--- config.mk ---
export PLATFORM = sky130hd
export DESIGN_NAME = system_resources_controller
export DESIGN_NICKNAME = d
export VERILOG_FILES = /design/src/shared/sysres_pkg.sv /design/src/core/clock_divider.sv /design/src/core/system_resources_controller.sv
export SDC_FILE = /design/constraint.sdc
export NUM_CORES = 1
export LEC_CHECK = 0
export BUFFER_PORTS_ARGS = -buffer_cell sky130_fd_sc_hd__buf_4
export CORE_MARGIN = 4
export CORE_UTILIZATION = 50
export DETAILED_ROUTE_END_ITERATION = 8
export PLACE_DENSITY = 0.77
export SLEW_MARGIN = 20
export SYNTH_ARGS = -nofsm -noshare
export SYNTH_HDL_FRONTEND = slang
export SYNTH_SLANG_ARGS = --single-unit
--- constraint.sdc ---
create_clock -name core_clk -period 11.6 [get_ports core_clk]
set_input_delay 1.16 -clock core_clk [delete_from_list [all_inputs] [get_ports core_clk]]
set_output_delay 1.16 -clock core_clk [all_outputs]
set_load 0.1 [all_outputs]
--- src/shared/sysres_pkg.sv ---
// Constants and types for the system-resources controller
package sysres_pkg;
  // Core clock rate
  localparam int unsigned CORE_CLK_HZ = 10_000_000;
  localparam int unsigned CORE_CLK_NS = 100;
  // Deep Sleep wake-up limit in ns; longest time so it rounds down
  localparam int unsigned DS_WAKE_MAX_NS = 35_000;
  localparam int unsigned DS_WAKE_CYC = DS_WAKE_MAX_NS / CORE_CLK_NS;
  // High-speed clock restart settle time used inside the wake window
  localparam int unsigned DS_SETTLE_CYC = DS_WAKE_CYC / 2;
  // Divider bank layout
  localparam int unsigned NUM_DIV = 18;
  localparam int unsigned NUM_INT_DIV = 12;
  localparam int unsigned NUM_FRAC16_DIV = 5;
  localparam int unsigned DIV_INT_W = 16;
  localparam int unsigned DIV_WIDE_W = 24;
  localparam int unsigned DIV_FRAC_W = 5;
  // Main oscillator frequency code: MHz = 24 + 4 * code, codes 0..6
  localparam logic [2:0] OSC_FREQ_RST = 3'h0;
  localparam logic [2:0] OSC_FREQ_MAX = 3'h6;
  localparam int unsigned OSC_BASE_MHZ = 24;
  localparam int unsigned OSC_STEP_MHZ = 4;
  // Reset-cause bit positions
  localparam int unsigned CAUSE_W = 4;
  localparam int unsigned CAUSE_EXT = 0;
  localparam int unsigned CAUSE_SW = 1;
  localparam int unsigned CAUSE_BOD = 2;
  localparam int unsigned CAUSE_WDOG = 3;
  // Watchdog
  localparam int unsigned WDOG_W = 16;
  localparam logic [15:0] WDOG_LIMIT_RST = 16'hFFFF;
  // Internal reset pulse length in cycles
  localparam logic [3:0] RST_PULSE_CYC = 4'h8;

  typedef enum logic [1:0] {MODE_ACTIVE, MODE_SLEEP, MODE_DEEP} power_mode_e;
endpackage

--- src/core/clock_divider.sv ---
// One peripheral clock divider with integer and optional fractional part
`timescale 1ns/1ns
module clock_divider
  import sysres_pkg::*;
#(
  parameter int unsigned INT_W = 16,
  parameter int unsigned FRAC_W = 5
)(
  input wire logic core_clk,
  input wire logic rst,
  input wire logic enable,
  input wire logic [INT_W-1:0] int_div,
  input wire logic [FRAC_W-1:0] frac_div,
  output logic clk_en
);
  logic [INT_W-1:0] cnt_q;
  logic [FRAC_W:0] acc_q;
  logic [FRAC_W:0] acc_sum;
  logic extra;
  logic stretch_q;

  // Fractional accumulator adds one extra cycle to the next period when it overflows
  assign acc_sum = {1'b0, acc_q[FRAC_W-1:0]} + {1'b0, frac_div};
  assign extra = acc_sum[FRAC_W];

  always_ff @(posedge core_clk or posedge rst)
  begin
    if (rst)
    begin
      cnt_q <= '0;
      acc_q <= '0;
      stretch_q <= 1'b0;
      clk_en <= 1'b0;
    end
    else if (!enable)
    begin
      cnt_q <= '0;
      acc_q <= '0;
      stretch_q <= 1'b0;
      clk_en <= 1'b0;
    end
    else if (cnt_q >= int_div && stretch_q)
    begin
      stretch_q <= 1'b0;
      clk_en <= 1'b0;
    end
    else if (cnt_q >= int_div)
    begin
      cnt_q <= '0;
      acc_q <= acc_sum;
      stretch_q <= extra;
      clk_en <= 1'b1;
    end
    else
    begin
      cnt_q <= cnt_q + INT_W'(1);
      clk_en <= 1'b0;
    end
  end
endmodule // clock_divider

--- src/core/system_resources_controller.sv ---
// System-resources controller: power modes, resets, watchdog, clocks, debug lock
//
// Behaviour
// - Debug on after reset, firmware can disable
// - Once disabled, debug stays off until erase
// - Max security permanently blocks all test ports
// - Three power modes, Active clocks CPU once Deep wake settle ends and no reset
// - Sleep gates CPU clock only, fast clock stays on; instant wake
// - Deep Sleep stops fast clock; wake within 35us
// - Wake unit restarts processor from Deep Sleep
// - Hold modes until supply good; brown-out resets
// - Glitch-free, synchronised clock source switching
// - Eighteen dividers: 12 int16, 5 frac16, 1 frac24
// - Main oscillator 24 MHz, 24..48 in 4 MHz
// - Watchdog on low-power osc, resets on timeout
// - Watchdog reset logged in cause record
// - Cause record survives the reset it describes
// - Several reset sources, asynchronous, known state
`timescale 1ns/1ns
module system_resources_controller
  import sysres_pkg::*;
#(
  parameter int unsigned WAKE_CYC = DS_WAKE_CYC
)(
  input wire logic core_clk,
  input wire logic rst,
  input wire logic external_reset_pin_n,
  input wire logic supply_good,
  input wire logic brownout,
  input wire logic sw_reset_req,
  input wire logic [CAUSE_W-1:0] cause_clear,
  output logic [CAUSE_W-1:0] reset_cause,
  output logic sys_reset,
  input wire logic sleep_req,
  input wire logic deep_req,
  input wire logic wake_event,
  output power_mode_e power_mode,
  output logic cpu_clk_en,
  output logic hf_clk_en,
  output logic cpu_power_on,
  output logic wake_ready,
  input wire logic low_power_osc_tick,
  input wire logic wdog_enable,
  input wire logic [WDOG_W-1:0] wdog_limit,
  input wire logic wdog_service,
  input wire logic debug_disable,
  input wire logic device_erase,
  input wire logic security_max,
  output logic debug_enabled,
  output logic security_locked,
  input wire logic [2:0] osc_freq_sel,
  output logic [2:0] osc_freq,
  input wire logic clk_src_sel,
  output logic clk_src_active,
  input wire logic [NUM_DIV-1:0] div_enable,
  input wire logic [NUM_DIV*DIV_WIDE_W-1:0] div_int,
  input wire logic [NUM_DIV*DIV_FRAC_W-1:0] div_frac,
  output logic [NUM_DIV-1:0] div_clk_en
);
  logic [3:0] pulse_q;
  logic [WDOG_W-1:0] wdog_q;
  logic wdog_fire;
  logic ext_fire;
  logic [CAUSE_W-1:0] cause_set;
  logic [15:0] wake_q;
  logic sel_s1_q, sel_s2_q;
  logic switching_q;

  assign ext_fire = !external_reset_pin_n;
  assign wdog_fire = wdog_enable && low_power_osc_tick && (wdog_q >= wdog_limit);

  // Cause record runs on top-level rst only, so internal resets keep it
  assign cause_set = {wdog_fire, brownout, sw_reset_req, ext_fire};
  always_ff @(posedge core_clk or posedge rst)
  begin
    if (rst)
      reset_cause <= '0;
    else
      reset_cause <= cause_set | (reset_cause & ~cause_clear);
  end

  // Any source stretches into a fixed internal reset pulse
  always_ff @(posedge core_clk or posedge rst)
  begin
    if (rst)
      pulse_q <= RST_PULSE_CYC;
    else if (|cause_set)
      pulse_q <= RST_PULSE_CYC;
    else if (pulse_q != 4'h0)
      pulse_q <= pulse_q - 4'h1;
  end
  assign sys_reset = (pulse_q != 4'h0) || (|cause_set);

  // Watchdog counts low-power oscillator ticks, runs in every mode
  always_ff @(posedge core_clk or posedge rst)
  begin
    if (rst)
      wdog_q <= '0;
    else if (wdog_service || !wdog_enable || wdog_fire)
      wdog_q <= '0;
    else if (low_power_osc_tick)
      wdog_q <= wdog_q + WDOG_W'(1);
  end

  // Power mode sequencing
  always_ff @(posedge core_clk or posedge rst)
  begin
    if (rst)
    begin
      power_mode <= MODE_ACTIVE;
      wake_q <= '0;
    end
    else if (sys_reset || !supply_good)
    begin
      power_mode <= MODE_ACTIVE;
      wake_q <= '0;
    end
    else
    begin
      case (power_mode)
        MODE_ACTIVE:
          if (wake_q != 16'h0)
            wake_q <= wake_q - 16'h1;
          else if (deep_req)
            power_mode <= MODE_DEEP;
          else if (sleep_req)
            power_mode <= MODE_SLEEP;
        MODE_SLEEP:
          if (wake_event)
            power_mode <= MODE_ACTIVE;
        MODE_DEEP:
          if (wake_event)
          begin
            power_mode <= MODE_ACTIVE;
            wake_q <= 16'(DS_SETTLE_CYC < WAKE_CYC ? DS_SETTLE_CYC : WAKE_CYC - 1);
          end
        default:
          power_mode <= MODE_ACTIVE;
      endcase
    end
  end
  assign hf_clk_en = (power_mode != MODE_DEEP);
  assign cpu_power_on = (power_mode != MODE_DEEP) && !sys_reset;
  assign wake_ready = (power_mode == MODE_ACTIVE) && (wake_q == 16'h0);
  assign cpu_clk_en = wake_ready && supply_good && !sys_reset;

  // Debug lock: only an erase brings debug back
  always_ff @(posedge core_clk or posedge rst)
  begin
    if (rst)
      security_locked <= 1'b0;
    else if (security_max)
      security_locked <= 1'b1;
  end
  always_ff @(posedge core_clk or posedge rst)
  begin
    if (rst)
      debug_enabled <= 1'b1;
    else if (security_max || security_locked)
      debug_enabled <= 1'b0;
    else if (debug_disable)
      debug_enabled <= 1'b0;
    else if (device_erase)
      debug_enabled <= 1'b1;
  end

  // Main oscillator setting ignores codes above the legal range and keeps its value
  always_ff @(posedge core_clk or posedge rst)
  begin
    if (rst)
      osc_freq <= OSC_FREQ_RST;
    else if (osc_freq_sel <= OSC_FREQ_MAX)
      osc_freq <= osc_freq_sel;
  end

  // Source select is synchronised and applied only while dividers are idle
  always_ff @(posedge core_clk or posedge rst)
  begin
    if (rst)
    begin
      sel_s1_q <= 1'b0;
      sel_s2_q <= 1'b0;
    end
    else
    begin
      sel_s1_q <= clk_src_sel;
      sel_s2_q <= sel_s1_q;
    end
  end
  always_ff @(posedge core_clk or posedge rst)
  begin
    if (rst)
    begin
      clk_src_active <= 1'b0;
      switching_q <= 1'b0;
    end
    else if (sel_s2_q != clk_src_active && !switching_q)
      switching_q <= 1'b1;
    else if (switching_q)
    begin
      clk_src_active <= sel_s2_q;
      switching_q <= 1'b0;
    end
  end

  // Divider bank
  for (genvar i = 0; i < NUM_DIV; i++)
  begin : g_div
    localparam int unsigned IW = (i == NUM_DIV - 1) ? DIV_WIDE_W : DIV_INT_W;
    localparam int unsigned FW = (i < NUM_INT_DIV) ? 1 : DIV_FRAC_W;
    logic [FW-1:0] frac;
    assign frac = (i < NUM_INT_DIV) ? '0 : div_frac[i*DIV_FRAC_W +: FW];
    clock_divider #(.INT_W(IW), .FRAC_W(FW)) u_div (
      .core_clk(core_clk),
      .rst(rst),
      .enable(div_enable[i] && hf_clk_en && !switching_q),
      .int_div(div_int[i*DIV_WIDE_W +: IW]),
      .frac_div(frac),
      .clk_en(div_clk_en[i])
    );
  end

  AST_DEBUG_STAYS_OFF: assert property (@(posedge core_clk) disable iff (rst)
    !debug_enabled && !device_erase |=> !debug_enabled)
    else $error("debug re-enabled without erase");
  AST_LOCK_BLOCKS: assert property (@(posedge core_clk) disable iff (rst)
    security_locked |-> ##1 (security_locked && !debug_enabled))
    else $error("security lock released");
  AST_SLEEP_GATES: assert property (@(posedge core_clk) disable iff (rst)
    power_mode == MODE_SLEEP |-> !cpu_clk_en)
    else $error("cpu clocked in sleep");
  AST_SLEEP_WAKE: assert property (@(posedge core_clk) disable iff (rst)
    power_mode == MODE_SLEEP && wake_event |=> power_mode == MODE_ACTIVE)
    else $error("sleep wake late");
  AST_DEEP_WAKE: assert property (@(posedge core_clk) disable iff (rst)
    power_mode == MODE_DEEP && wake_event && supply_good |-> ##[1:350] wake_ready)
    else $error("deep sleep wake too slow");
  AST_DEEP_HF_OFF: assert property (@(posedge core_clk) disable iff (rst)
    power_mode == MODE_DEEP |-> !hf_clk_en && !cpu_power_on)
    else $error("fast clock on in deep sleep");
  AST_WDOG_CAUSE: assert property (@(posedge core_clk) disable iff (rst)
    wdog_fire |=> reset_cause[CAUSE_WDOG] && sys_reset)
    else $error("watchdog reset not logged");
  AST_CAUSE_STICKY: assert property (@(posedge core_clk) disable iff (rst)
    reset_cause[CAUSE_SW] && !cause_clear[CAUSE_SW] |=> reset_cause[CAUSE_SW])
    else $error("cause bit lost");
  AST_SERVICE: assert property (@(posedge core_clk) disable iff (rst)
    wdog_service |=> wdog_q == '0)
    else $error("service did not restart count");
  AST_SUPPLY_HOLD: assert property (@(posedge core_clk) disable iff (rst)
    !supply_good |-> !cpu_clk_en ##1 (power_mode == MODE_ACTIVE))
    else $error("mode entered on bad supply");
endmodule // system_resources_controller

==> results of run 1 <==
[per-stage QoR]
step | area, µm² | hold slack [ns] | utilization | instances | setup slack [ns]
after global placement | 31420 | 0.3433 | 0.5792 | 4148 | 6.857
after floorplan | 27660 | 0.3312 | - | 3108 | 5.042
after detailed placement | 31420 | 0.3396 | 0.5793 | 4149 | 6.830
after CTS | 33060 | 0.3551 | 0.6096 | 4236 | 6.817
final | 33090 | 0.3558 | 0.6101 | 4237 | 6.828
after global routing | 33090 | 0.3606 | 0.6100 | 4236 | 6.658
[layer usage]
metal | share of wire | wire length [µm] | up-vias | track usage
met5 | 0.00072 | 47 | - | 0
met4 | 0.016 | 1010 | 6 | 0.04583
met3 | 0.056 | 3630 | 79 | 0.03819
met2 | 0.48 | 30870 | 447 | 0.3601
met1 | 0.45 | 29400 | 10820 | 0.2965
li1 | - | - | 11530 | -
[path summary, 6_finish.rpt]
check / from / endpoint / slack, ns
max: wdog_limit[0] / cpu_clk_en / 6.83
min: sel_s1_q / sel_s2_q / 0.36
max reg2reg: power_mode[0] / g_div[17].u_div.cnt_q[22] / 8.07
min reg2reg: sel_s1_q / sel_s2_q / 0.36
max in group asynchronous: rst / reset_cause[2] / 8.69
min in group asynchronous: rst / g_div[12].u_div.cnt_q[3] / 0.73
[kinds of logic (layout without fill, tap and decap cells)]
| logic type | after synthesis | after routing |
|---|---|---|
| and+or+nand+nor | 1082 | 1082 |
| AOI/OAI and AO/OA | 542 | 542 |
| buffers and inverters | 466 | 898 |
| DFF | 401 | 401 |
| adders and majority gates | 372 | 372 |
| xor gates and xnor gates | 218 | 218 |
| muxes | 27 | 27 |
| other | 0 | 1 |
[power by group through the flow]
stage	clock, W	sequential, W	combinational (W)
after floorplan	0	0.00154	0.000376
after detailed placement	0	0.00153	0.000634
after CTS	0.00161	0.00151	0.000639
after global placement	0	0.00153	0.000620
final	0.00157	0.00151	0.000631
after global routing	0.00167	0.00152	0.000724
[final cells by class]
type	count	area (µm²)
diodes	1	2.502
clock buffers	59	1334
well taps	696	870.8
inverters	375	1411
clock inverters	28	307.8
flip-flops and latches	401	10040
repair buffers	436	3286
multi-input cells	2241	15840
fillers	4626	21150
[sequential cells by signal, summed over array words and instances, names as in the netlist, 2 cells and up]
name and cells:
g_div.u_div.cnt_q 296, g_div.u_div.acc_q 30, g_div.u_div.clk_en 18, wake_q 16, wdog_q 16, g_div.u_div.stretch_q 6
pulse_q 4, reset_cause 4, osc_freq 3, power_mode 2
[cell usage in the layout (no fill, tap or decap), types with 7 or more instances in the layout]
cell type	instances
and3_1	94
a211o_1	7
ha_1	366
nand3b_1	7
o21ai_0	73
and4_1	17
a211oi_1	25
nor3_1	60
buf_4	435
dfrtp_1	399
nand3_1	175
nand4_1	59
clkbuf_16	49
nand2_1	174
a21oi_1	159
nor2b_1	10
a22o_1	11
clkinv_2	17
and2_1	32
mux2i_1	22
clkbuf_8	7
o21a_1	15
or3_1	45
xor2_1	140
nand2b_1	38
a221o_1	14
o211ai_1	10
nor2_1	322
xnor2_1	78
a31oi_1	26
or2_2	14
a21o_1	130
inv_1	374
o21bai_1	9
nor4_1	13
[Yosys cell counts, types with 11 or more instances]
master    instances  area share
inv_1           375       0.051
nor2_1          323       0.044
mux2i_1          22      0.0080
nand2b_1         38      0.0086
a211oi_1         25      0.0068
and3_1           94       0.021
dfrtp_1         399        0.36
buf_4            18      0.0049
nand3_1         175       0.032
a22o_1           11      0.0035
nand2_1         174       0.024
a221o_1          14      0.0051
nor3_1           60       0.011
or2_2            14      0.0032
a21o_1          130       0.035
o21ai_0          73       0.013
o21a_1           15      0.0041
xor2_1          140       0.044
a31oi_1          27      0.0061
clkbuf_1         66      0.0090
ha_1            366        0.17
a21oi_1         159       0.029
xnor2_1          78       0.025
or3_1            45       0.010
and2_1           32      0.0072
and4_1           17      0.0054
nor4_1           13      0.0029
nand4_1          59       0.013
==> impl_metrics.toml, run 1 <==
[run_status]
status = "finished clean"

[layout]
drive_gt1_frac = 0.1565
nets = 4453
syn_to_final_growth_pct = 19.66

[route]
firstDrtPassIters = 5
vias_per_cell = 5.400
wl_um = 64960
drtIter0Drc = 1151
wl_per_cell_um = 15.33
drc = 0
drt.antenna.violating_nets = 0
num_vias = 22880

[floorplan]
io_pins = 614
dieArea_um2 = 59130
core_area_um2 = 54240
initial_utilization = 0.5098
rows = 85
die_h_um = 243.2
fp.dieW_um = 243.2

[hold_path]
worstHoldPathCells = 0
min_path_type = "flop to flop"

[global_route]
grt_use_total = 0.2159
grt_pass1_wl_um = 108700
grt_start_max_net_pins = 169
grt_pass1_vias = 22490
antenna_found_initial = 5
grt.overflow.total = 0

[logic_synthesis]
syn_avg_cell_area_um2 = 8.897
synth_adder_area_share = 0.1699
synth_cell_types = 73
synth_warnings = 0
yosysSeqAreaShare = 0.3630
syn_inst = 3108
syn_area_um2 = 27650
synth_simple_gate_area_frac = 0.1923
synth_flop_cell = "dfrtp_1"
synth-edff-count = 0
synth_compound_area_frac = 0.1294
synth_nets = 4059
synthXorXnorAreaFrac = 0.06905
synth-seq-cells = 401
synth_top_family_by_area = "simple AND/OR/NAND/NOR gates"
async_flop_share = 1.000
synth.area.mux_share = 0.01000

[power]
pwr-share-clk = 0.423
p_leak_nw = 18.07
seqPwrFrac = 0.407
peakVddDrop_mv = 0.1173
p_int_w = 0.002661
power-per-cell-area_nw_per_um2 = 111.9
sw_frac_of_total = 0.2812
p_sw_w = 0.001041
power.total_w = 0.003703
share_comb_of_total_power = 0.170

[sta]
slew_headroom = 0.2878
max_freq_mhz = 209.6
maxSlewViolCount = 0
skew_ns = 0.009325
finalCritPeriodShare = 0.4114
setup-tns-final_ns = 0
setup_viol = 0
tightest_slew_ns = 1.068
period_needed_ns = 4.772
final_hold_viol_count = 0
rsz0062_at_grt = "false"

[place]
gp_congestion = 0.8428
place_hpwl_um = 48870
io_buffers = 417

[critical_path]
worstPathCellList = "buf_4 > ha_1 > nand2b_1 > a21o_1 > a21oi_1 > o21ai_0 > o21ai_0 > a31oi_4 > buf_4 > nor4_1 > buf_4"
worstRegToRegCells = 8
cp_top_family = "compound AO/OA/AOI/OAI gates"
cp_common_cell = "buf_4"
cp.arrival_ns = 3.61
path_class = "input port to output pin"
cp.depth = 11
cp-end-kind = "output pin"
crit_buf_inv = 3
cp-start-kind = "input port"
worst_path_max_delay_cell = "o21ai_0"
slowest_delay_ns = 0.39
critical_path.max_fanout = 41
required_ns = 10.44

[cts]
clk_pin_slew_worst_paths_ns = 0.06
cts_buffer_depth = 3
hold_buffers = 0
cts_tree = "done"
clk_latency_ns = 0.56
h-tree-depth = 2
clockRootBuffer = "clkbuf_16"
cts_made_buffers = 47
cts.repair.resized = 0
post-cts-setup-buffers = 0
numClockSinks = 401

[job]
timing.max_cap.violations = 0
(Power assumes the default switching activity.)
==> run 2: changes to the inputs <==
- CORE_AREA: unset -> 4 4 236 238
- CORE_MARGIN: 4 -> unset
- CORE_UTILIZATION: 50 -> unset
- DIE_AREA: unset -> 0 0 240 242
- clock period: 11.6 -> 4.6 ns (I/O delays scaled with it)
==> impl_metrics.toml, run 2 (same netlist as run 1, synthesis figures left out) <==
[layout]
stdcell_count = 4246
final_area_um2 = 33240
mostFrequentLayoutCell = "buf_4"
syn_to_final_growth_pct = 20.21
top_regs = "g_div.u_div.cnt_q: 296 flops, g_div.u_div.acc_q: 30 flops, g_div.u_div.clk_en: 18 flops"
top_register = "g_div.u_div.cnt_q"
layout.cells.most_common_list = "436 x buf_4, 399 x dfrtp_1, 374 x inv_1"
drive_gt1_frac = 0.1578
nets = 4461
largest_register_ff_count = 296
fillerInstances = 4585

[sta]
max_freq_mhz = 271.0
final_hold_viol_count = 0
holdWs_ns = 0.05606
finalCritPeriodShare = 0.8023
period_needed_ns = 3.691
maxSlewViolCount = 0
rsz0062_at_grt = "false"
setup_viol = 0
fin_ws_ns = 0.9095
tightest_slew_ns = 0.9771
slew_headroom = 0.3486
skew_ns = 0.02538
setup-tns-final_ns = 0

[place]
place_hpwl_um = 48690
gp_congestion = 0.8371
post-place-cells = 4151
place_ws_ns = 1.330
io_buffers = 417
placed_area_um2 = 31460

[power]
peakVddDrop_mv = 0.2790
p_leak_nw = 18.11
power-per-cell-area_nw_per_um2 = 286.1

[cts]
clk_latency_ns = 0.59
numClockSinks = 401
clockRootBuffer = "clkbuf_16"
clk_pin_slew_worst_paths_ns = 0.06
h-tree-depth = 2
cts_buffer_depth = 3
cts_tree = "done"
cts_made_buffers = 49

[route]
drtIter0Drc = 1210
wl_per_cell_um = 15.35
wl_um = 65160
drc = 0
firstDrtPassIters = 5
vias_per_cell = 5.430
num_vias = 23060
drt.antenna.violating_nets = 0

[global_route]
grt_start_max_net_pins = 158
grt_pass1_wl_um = 108500
antenna_found_initial = 7
grt_pass1_vias = 22650
grt_use_total = 0.2206
grt.overflow.total = 0

[critical_path]
worstRegToRegCells = 9
critical_path.max_fanout = 19
path_class = "flop to output pin"
cp-start-kind = "flop"
cp-end-kind = "output pin"
cp.arrival_ns = 3.23
worstReg2RegStart = "g_div[13].u_div.cnt_q[9]"
rrSetupSlack_ns = 1.46
required_ns = 4.14
timing.rr.end = "g_div[13].u_div.cnt_q[15]"

[floorplan]
initial_utilization = 0.5159
core_area_um2 = 53600
dieArea_um2 = 58080
io_pins = 614
rows = 85
fp.dieW_um = 240
die_h_um = 242

[hold_path]
worstHoldPathCells = 2
min_path_type = "input port to flop"
worstHoldStart = "cause_clear[0]"
hold_path_end = "reset_cause[0]"

[run_status]
status = "finished clean"

[job]
timing.max_cap.violations = 0
## run 2: where the power goes
| part | switching, W | leakage (nW) | internal [W] | total [W] |
|---|---|---|---|---|
| combinational | 0.000923 | 11.7 | 0.000676 | 0.00160 |
| sequential | 0.000157 | 5.54 | 0.00365 | 0.00381 |
| clock | 0.00163 | 0.824 | 0.00248 | 0.00411 |
| total | 0.00271 | 18.1 | 0.00680 | 0.00951 |
## run 2: cell type report
class	count	area (µm²)	area share
Sequential cell	401	10040	0.3019
Tap cell	696	870.8	0.02620
Antenna cell	1	2.502	0.00007528
Timing Repair Buffer	442	3351	0.1008
Clock inverter	31	387.9	0.01167
Inverter	375	1411	0.04246
Multi-Input combinational cell	2241	15850	0.4767
Clock buffer	59	1335	0.04016
## run 2: worst max-delay path: stages (launching register included)
cell	delay [ns]
dfrtp_1	0.37
inv_1	0.11
ha_1	0.18
nor3b_1	0.61
and3_1	0.29
nand2_1	0.43
nor4_2	0.32
buf_4	0.35
## run 2: worst max-delay path by stage
stage / end / from / slack (ns) / depth (start not counted)
2_1_floorplan: clk_src_active / rst / -1.26 / 1
3_3_place_gp: g_div[13].u_div.cnt_q[15] / div_int[321] / 1.40 / 11
3_5_place_dp: g_div[13].u_div.cnt_q[15] / div_int[321] / 1.33 / 11
4_1_cts: cpu_clk_en / pulse_q[0] / 0.82 / 7
5_1_grt: cpu_clk_en / pulse_q[0] / 0.53 / 7
6_report: cpu_clk_en / pulse_q[0] / 0.91 / 7
## run 2: repair_timing
action | 4_1_cts | 5_1_grt
endpoints found under the hold margin | 20 | 0
buffers inserted | 0 | 0
gates resized for setup | 0 | 0
hold buffers | 3 | 0
## run 2: layer usage
layer / part of all wire / GRT usage / wire length (µm) / vias up
met2: 0.47 / 0.3614 / 30410 / 519
met3: 0.058 / 0.04303 / 3810 / 97
met5: 0.0012 / 0 / 78 / -
li1: - / - / - / 11530
met1: 0.45 / 0.3018 / 29560 / 10900
met4: 0.020 / 0.05534 / 1307 / 12
## run 2: metrics by stage
step	total power, W	util
floorplan	0.004831	-
global placement	0.005426	0.5869
detailed placement	0.005466	0.5869
CTS	0.009640	0.6196
global route	0.01002	0.6202
finish	0.009511	0.6202
==> run 3: changes to the inputs <==
- CORE_AREA: 4 4 236 238 -> unset
- CORE_MARGIN: unset -> 4
- CORE_UTILIZATION: unset -> 50
- DIE_AREA: 0 0 240 242 -> unset
- clock period: 4.6 -> 3.1 ns (I/O delays scaled with it)
==> impl_metrics.toml, run 3 (same netlist as run 1, synthesis figures left out) <==
[sta]
holdWs_ns = 0.05273
max_freq_mhz = 330.4
skew_ns = 0.03095
final_hold_viol_count = 0
finalCritPeriodShare = 0.9764
tightest_slew_ns = 0.8629
setup_viol = 0
slew_headroom = 0.4203
maxSlewViolCount = 0
fin_ws_ns = 0.07315
rsz0062_at_grt = "true"
period_needed_ns = 3.027

[route]
drt.antenna.violating_nets = 0
num_vias = 23180
wl_um = 66700
firstDrtPassIters = 5
wl_per_cell_um = 15.52
drc = 0
drtIter0Drc = 1361
vias_per_cell = 5.392

[floorplan]
io_pins = 614
die_h_um = 243.2
rows = 85
dieArea_um2 = 59130
fp.dieW_um = 243.2
core_area_um2 = 54240
initial_utilization = 0.5098

[critical_path]
worstSetupEndpoint = "cpu_power_on"
cp.depth = 11
cp.arrival_ns = 2.72
crit_buf_inv = 3
worstPathCellList = "inv_2 > ha_4 > nand2b_4 > a21o_1 > a21oi_2 > o21ai_1 > o21ai_2 > a31oi_4 > buf_6 > nor3b_4 > buf_12"
timing.rr.end = "g_div[14].u_div.cnt_q[12]"
cp-end-kind = "output pin"
critical_path.max_fanout = 4
worst_path_max_delay_cell = "dfrtp_1"
worstRegToRegCells = 8
slowest_delay_ns = 0.40
rrSetupSlack_ns = 0.14
worstReg2RegStart = "g_div[14].u_div.cnt_q[9]"
cp-start-kind = "flop"
required_ns = 2.79
cp_top_family = "compound AO/OA/AOI/OAI gates"
crit_start = "wdog_q[0]"
path_class = "flop to output pin"

[global_route]
grt.overflow.total = 0
grt_use_total = 0.2216
grt_pass1_wl_um = 111000
antenna_found_initial = 13
grt_pass1_vias = 22850
grt_start_max_net_pins = 116

[power]
power.total_w = 0.01403
power-per-cell-area_nw_per_um2 = 415.7
peakVddDrop_mv = 0.4114
p_leak_nw = 18.36

[place]
place_hpwl_um = 50480
io_buffers = 417
gp_congestion = 0.8390
post-place-cells = 4180
place_ws_ns = 0.1725

[layout]
nets = 4512
syn_to_final_growth_pct = 22.08
fillerInstances = 4507
layout.cells.most_common_list = "467 x buf_4, 399 x dfrtp_1, 371 x inv_1"
largest_register_ff_count = 296
top_regs = "g_div.u_div.cnt_q: 296 flops, g_div.u_div.acc_q: 30 flops, g_div.u_div.clk_en: 18 flops"
top_register = "g_div.u_div.cnt_q"
drive_gt1_frac = 0.1659
stdcell_count = 4299
mostFrequentLayoutCell = "buf_4"

[cts]
clockRootBuffer = "clkbuf_16"
numClockSinks = 401
cts_tree = "done"
h-tree-depth = 2
clk_latency_ns = 0.58
clk_pin_slew_worst_paths_ns = 0.06
cts_buffer_depth = 3
cts_made_buffers = 47

[run_status]
status = "finished clean"

[job]
timing.max_cap.violations = 0

[hold_path]
min_path_type = "input port to flop"
## run 3: cell type report
class | instances | area [µm²] | share of cell area
diodes | 5 | 12.51 | 0.0003706
clock buffers | 68 | 1356 | 0.04018
clock inverters | 18 | 292.8 | 0.008673
inverters | 375 | 1411 | 0.04181
multi-input cells | 2241 | 15940 | 0.4722
flip-flops and latches | 401 | 10040 | 0.2973
well taps | 696 | 870.8 | 0.02580
repair buffers | 495 | 3835 | 0.1136
## run 3: worst min path at each step
stage,startpoint,cells after the start,end
after floorplan,sel_s1_q,0,sel_s2_q
after detailed placement,sel_s1_q,0,sel_s2_q
after global routing,sleep_req,3,power_mode[0]
after global placement,sel_s1_q,0,sel_s2_q
after CTS,sleep_req,3,power_mode[0]
final,sleep_req,3,power_mode[0]
## run 3: stage by stage
stage	utilization	cell area (µm²)	TNS, ns
floorplan	-	27690	-1043.52
global placement	0.5846	31710	0
detailed placement	0.5846	31710	0
CTS	0.6200	33630	-0.05609
global route	0.6222	33750	-0.09521
finish	0.6224	33760	0
## run 3: timing repair
action | 4_1_cts | 5_1_grt
endpoints found under the hold margin | 22 | 0
pin swaps | 8 | 8
buffers inserted | 3 | 5
setup endpoints to repair | 4 | 3
gates resized for setup | 15 | 14
hold buffers | 20 | 0
## run 3: layer usage
metal	routed length [µm]	GRT usage	part of all wire
met5	106	0	0.0016
met4	1609	0.05856	0.024
met3	4471	0.04900	0.067
met2	30340	0.3535	0.45
met1	30180	0.3071	0.45
## run 3: where the power goes
part / total (W) / internal (W) / switching [W]
Sequential: 0.00564 / 0.00542 / 0.000218
Combinational: 0.00250 / 0.00108 / 0.00142
Clock: 0.00590 / 0.00363 / 0.00227
## run 3: tightest hold or removal path: stages
cell and delay [ns]:
buf_4 0.11, a21oi_1 0.11, nor4b_1 0.06
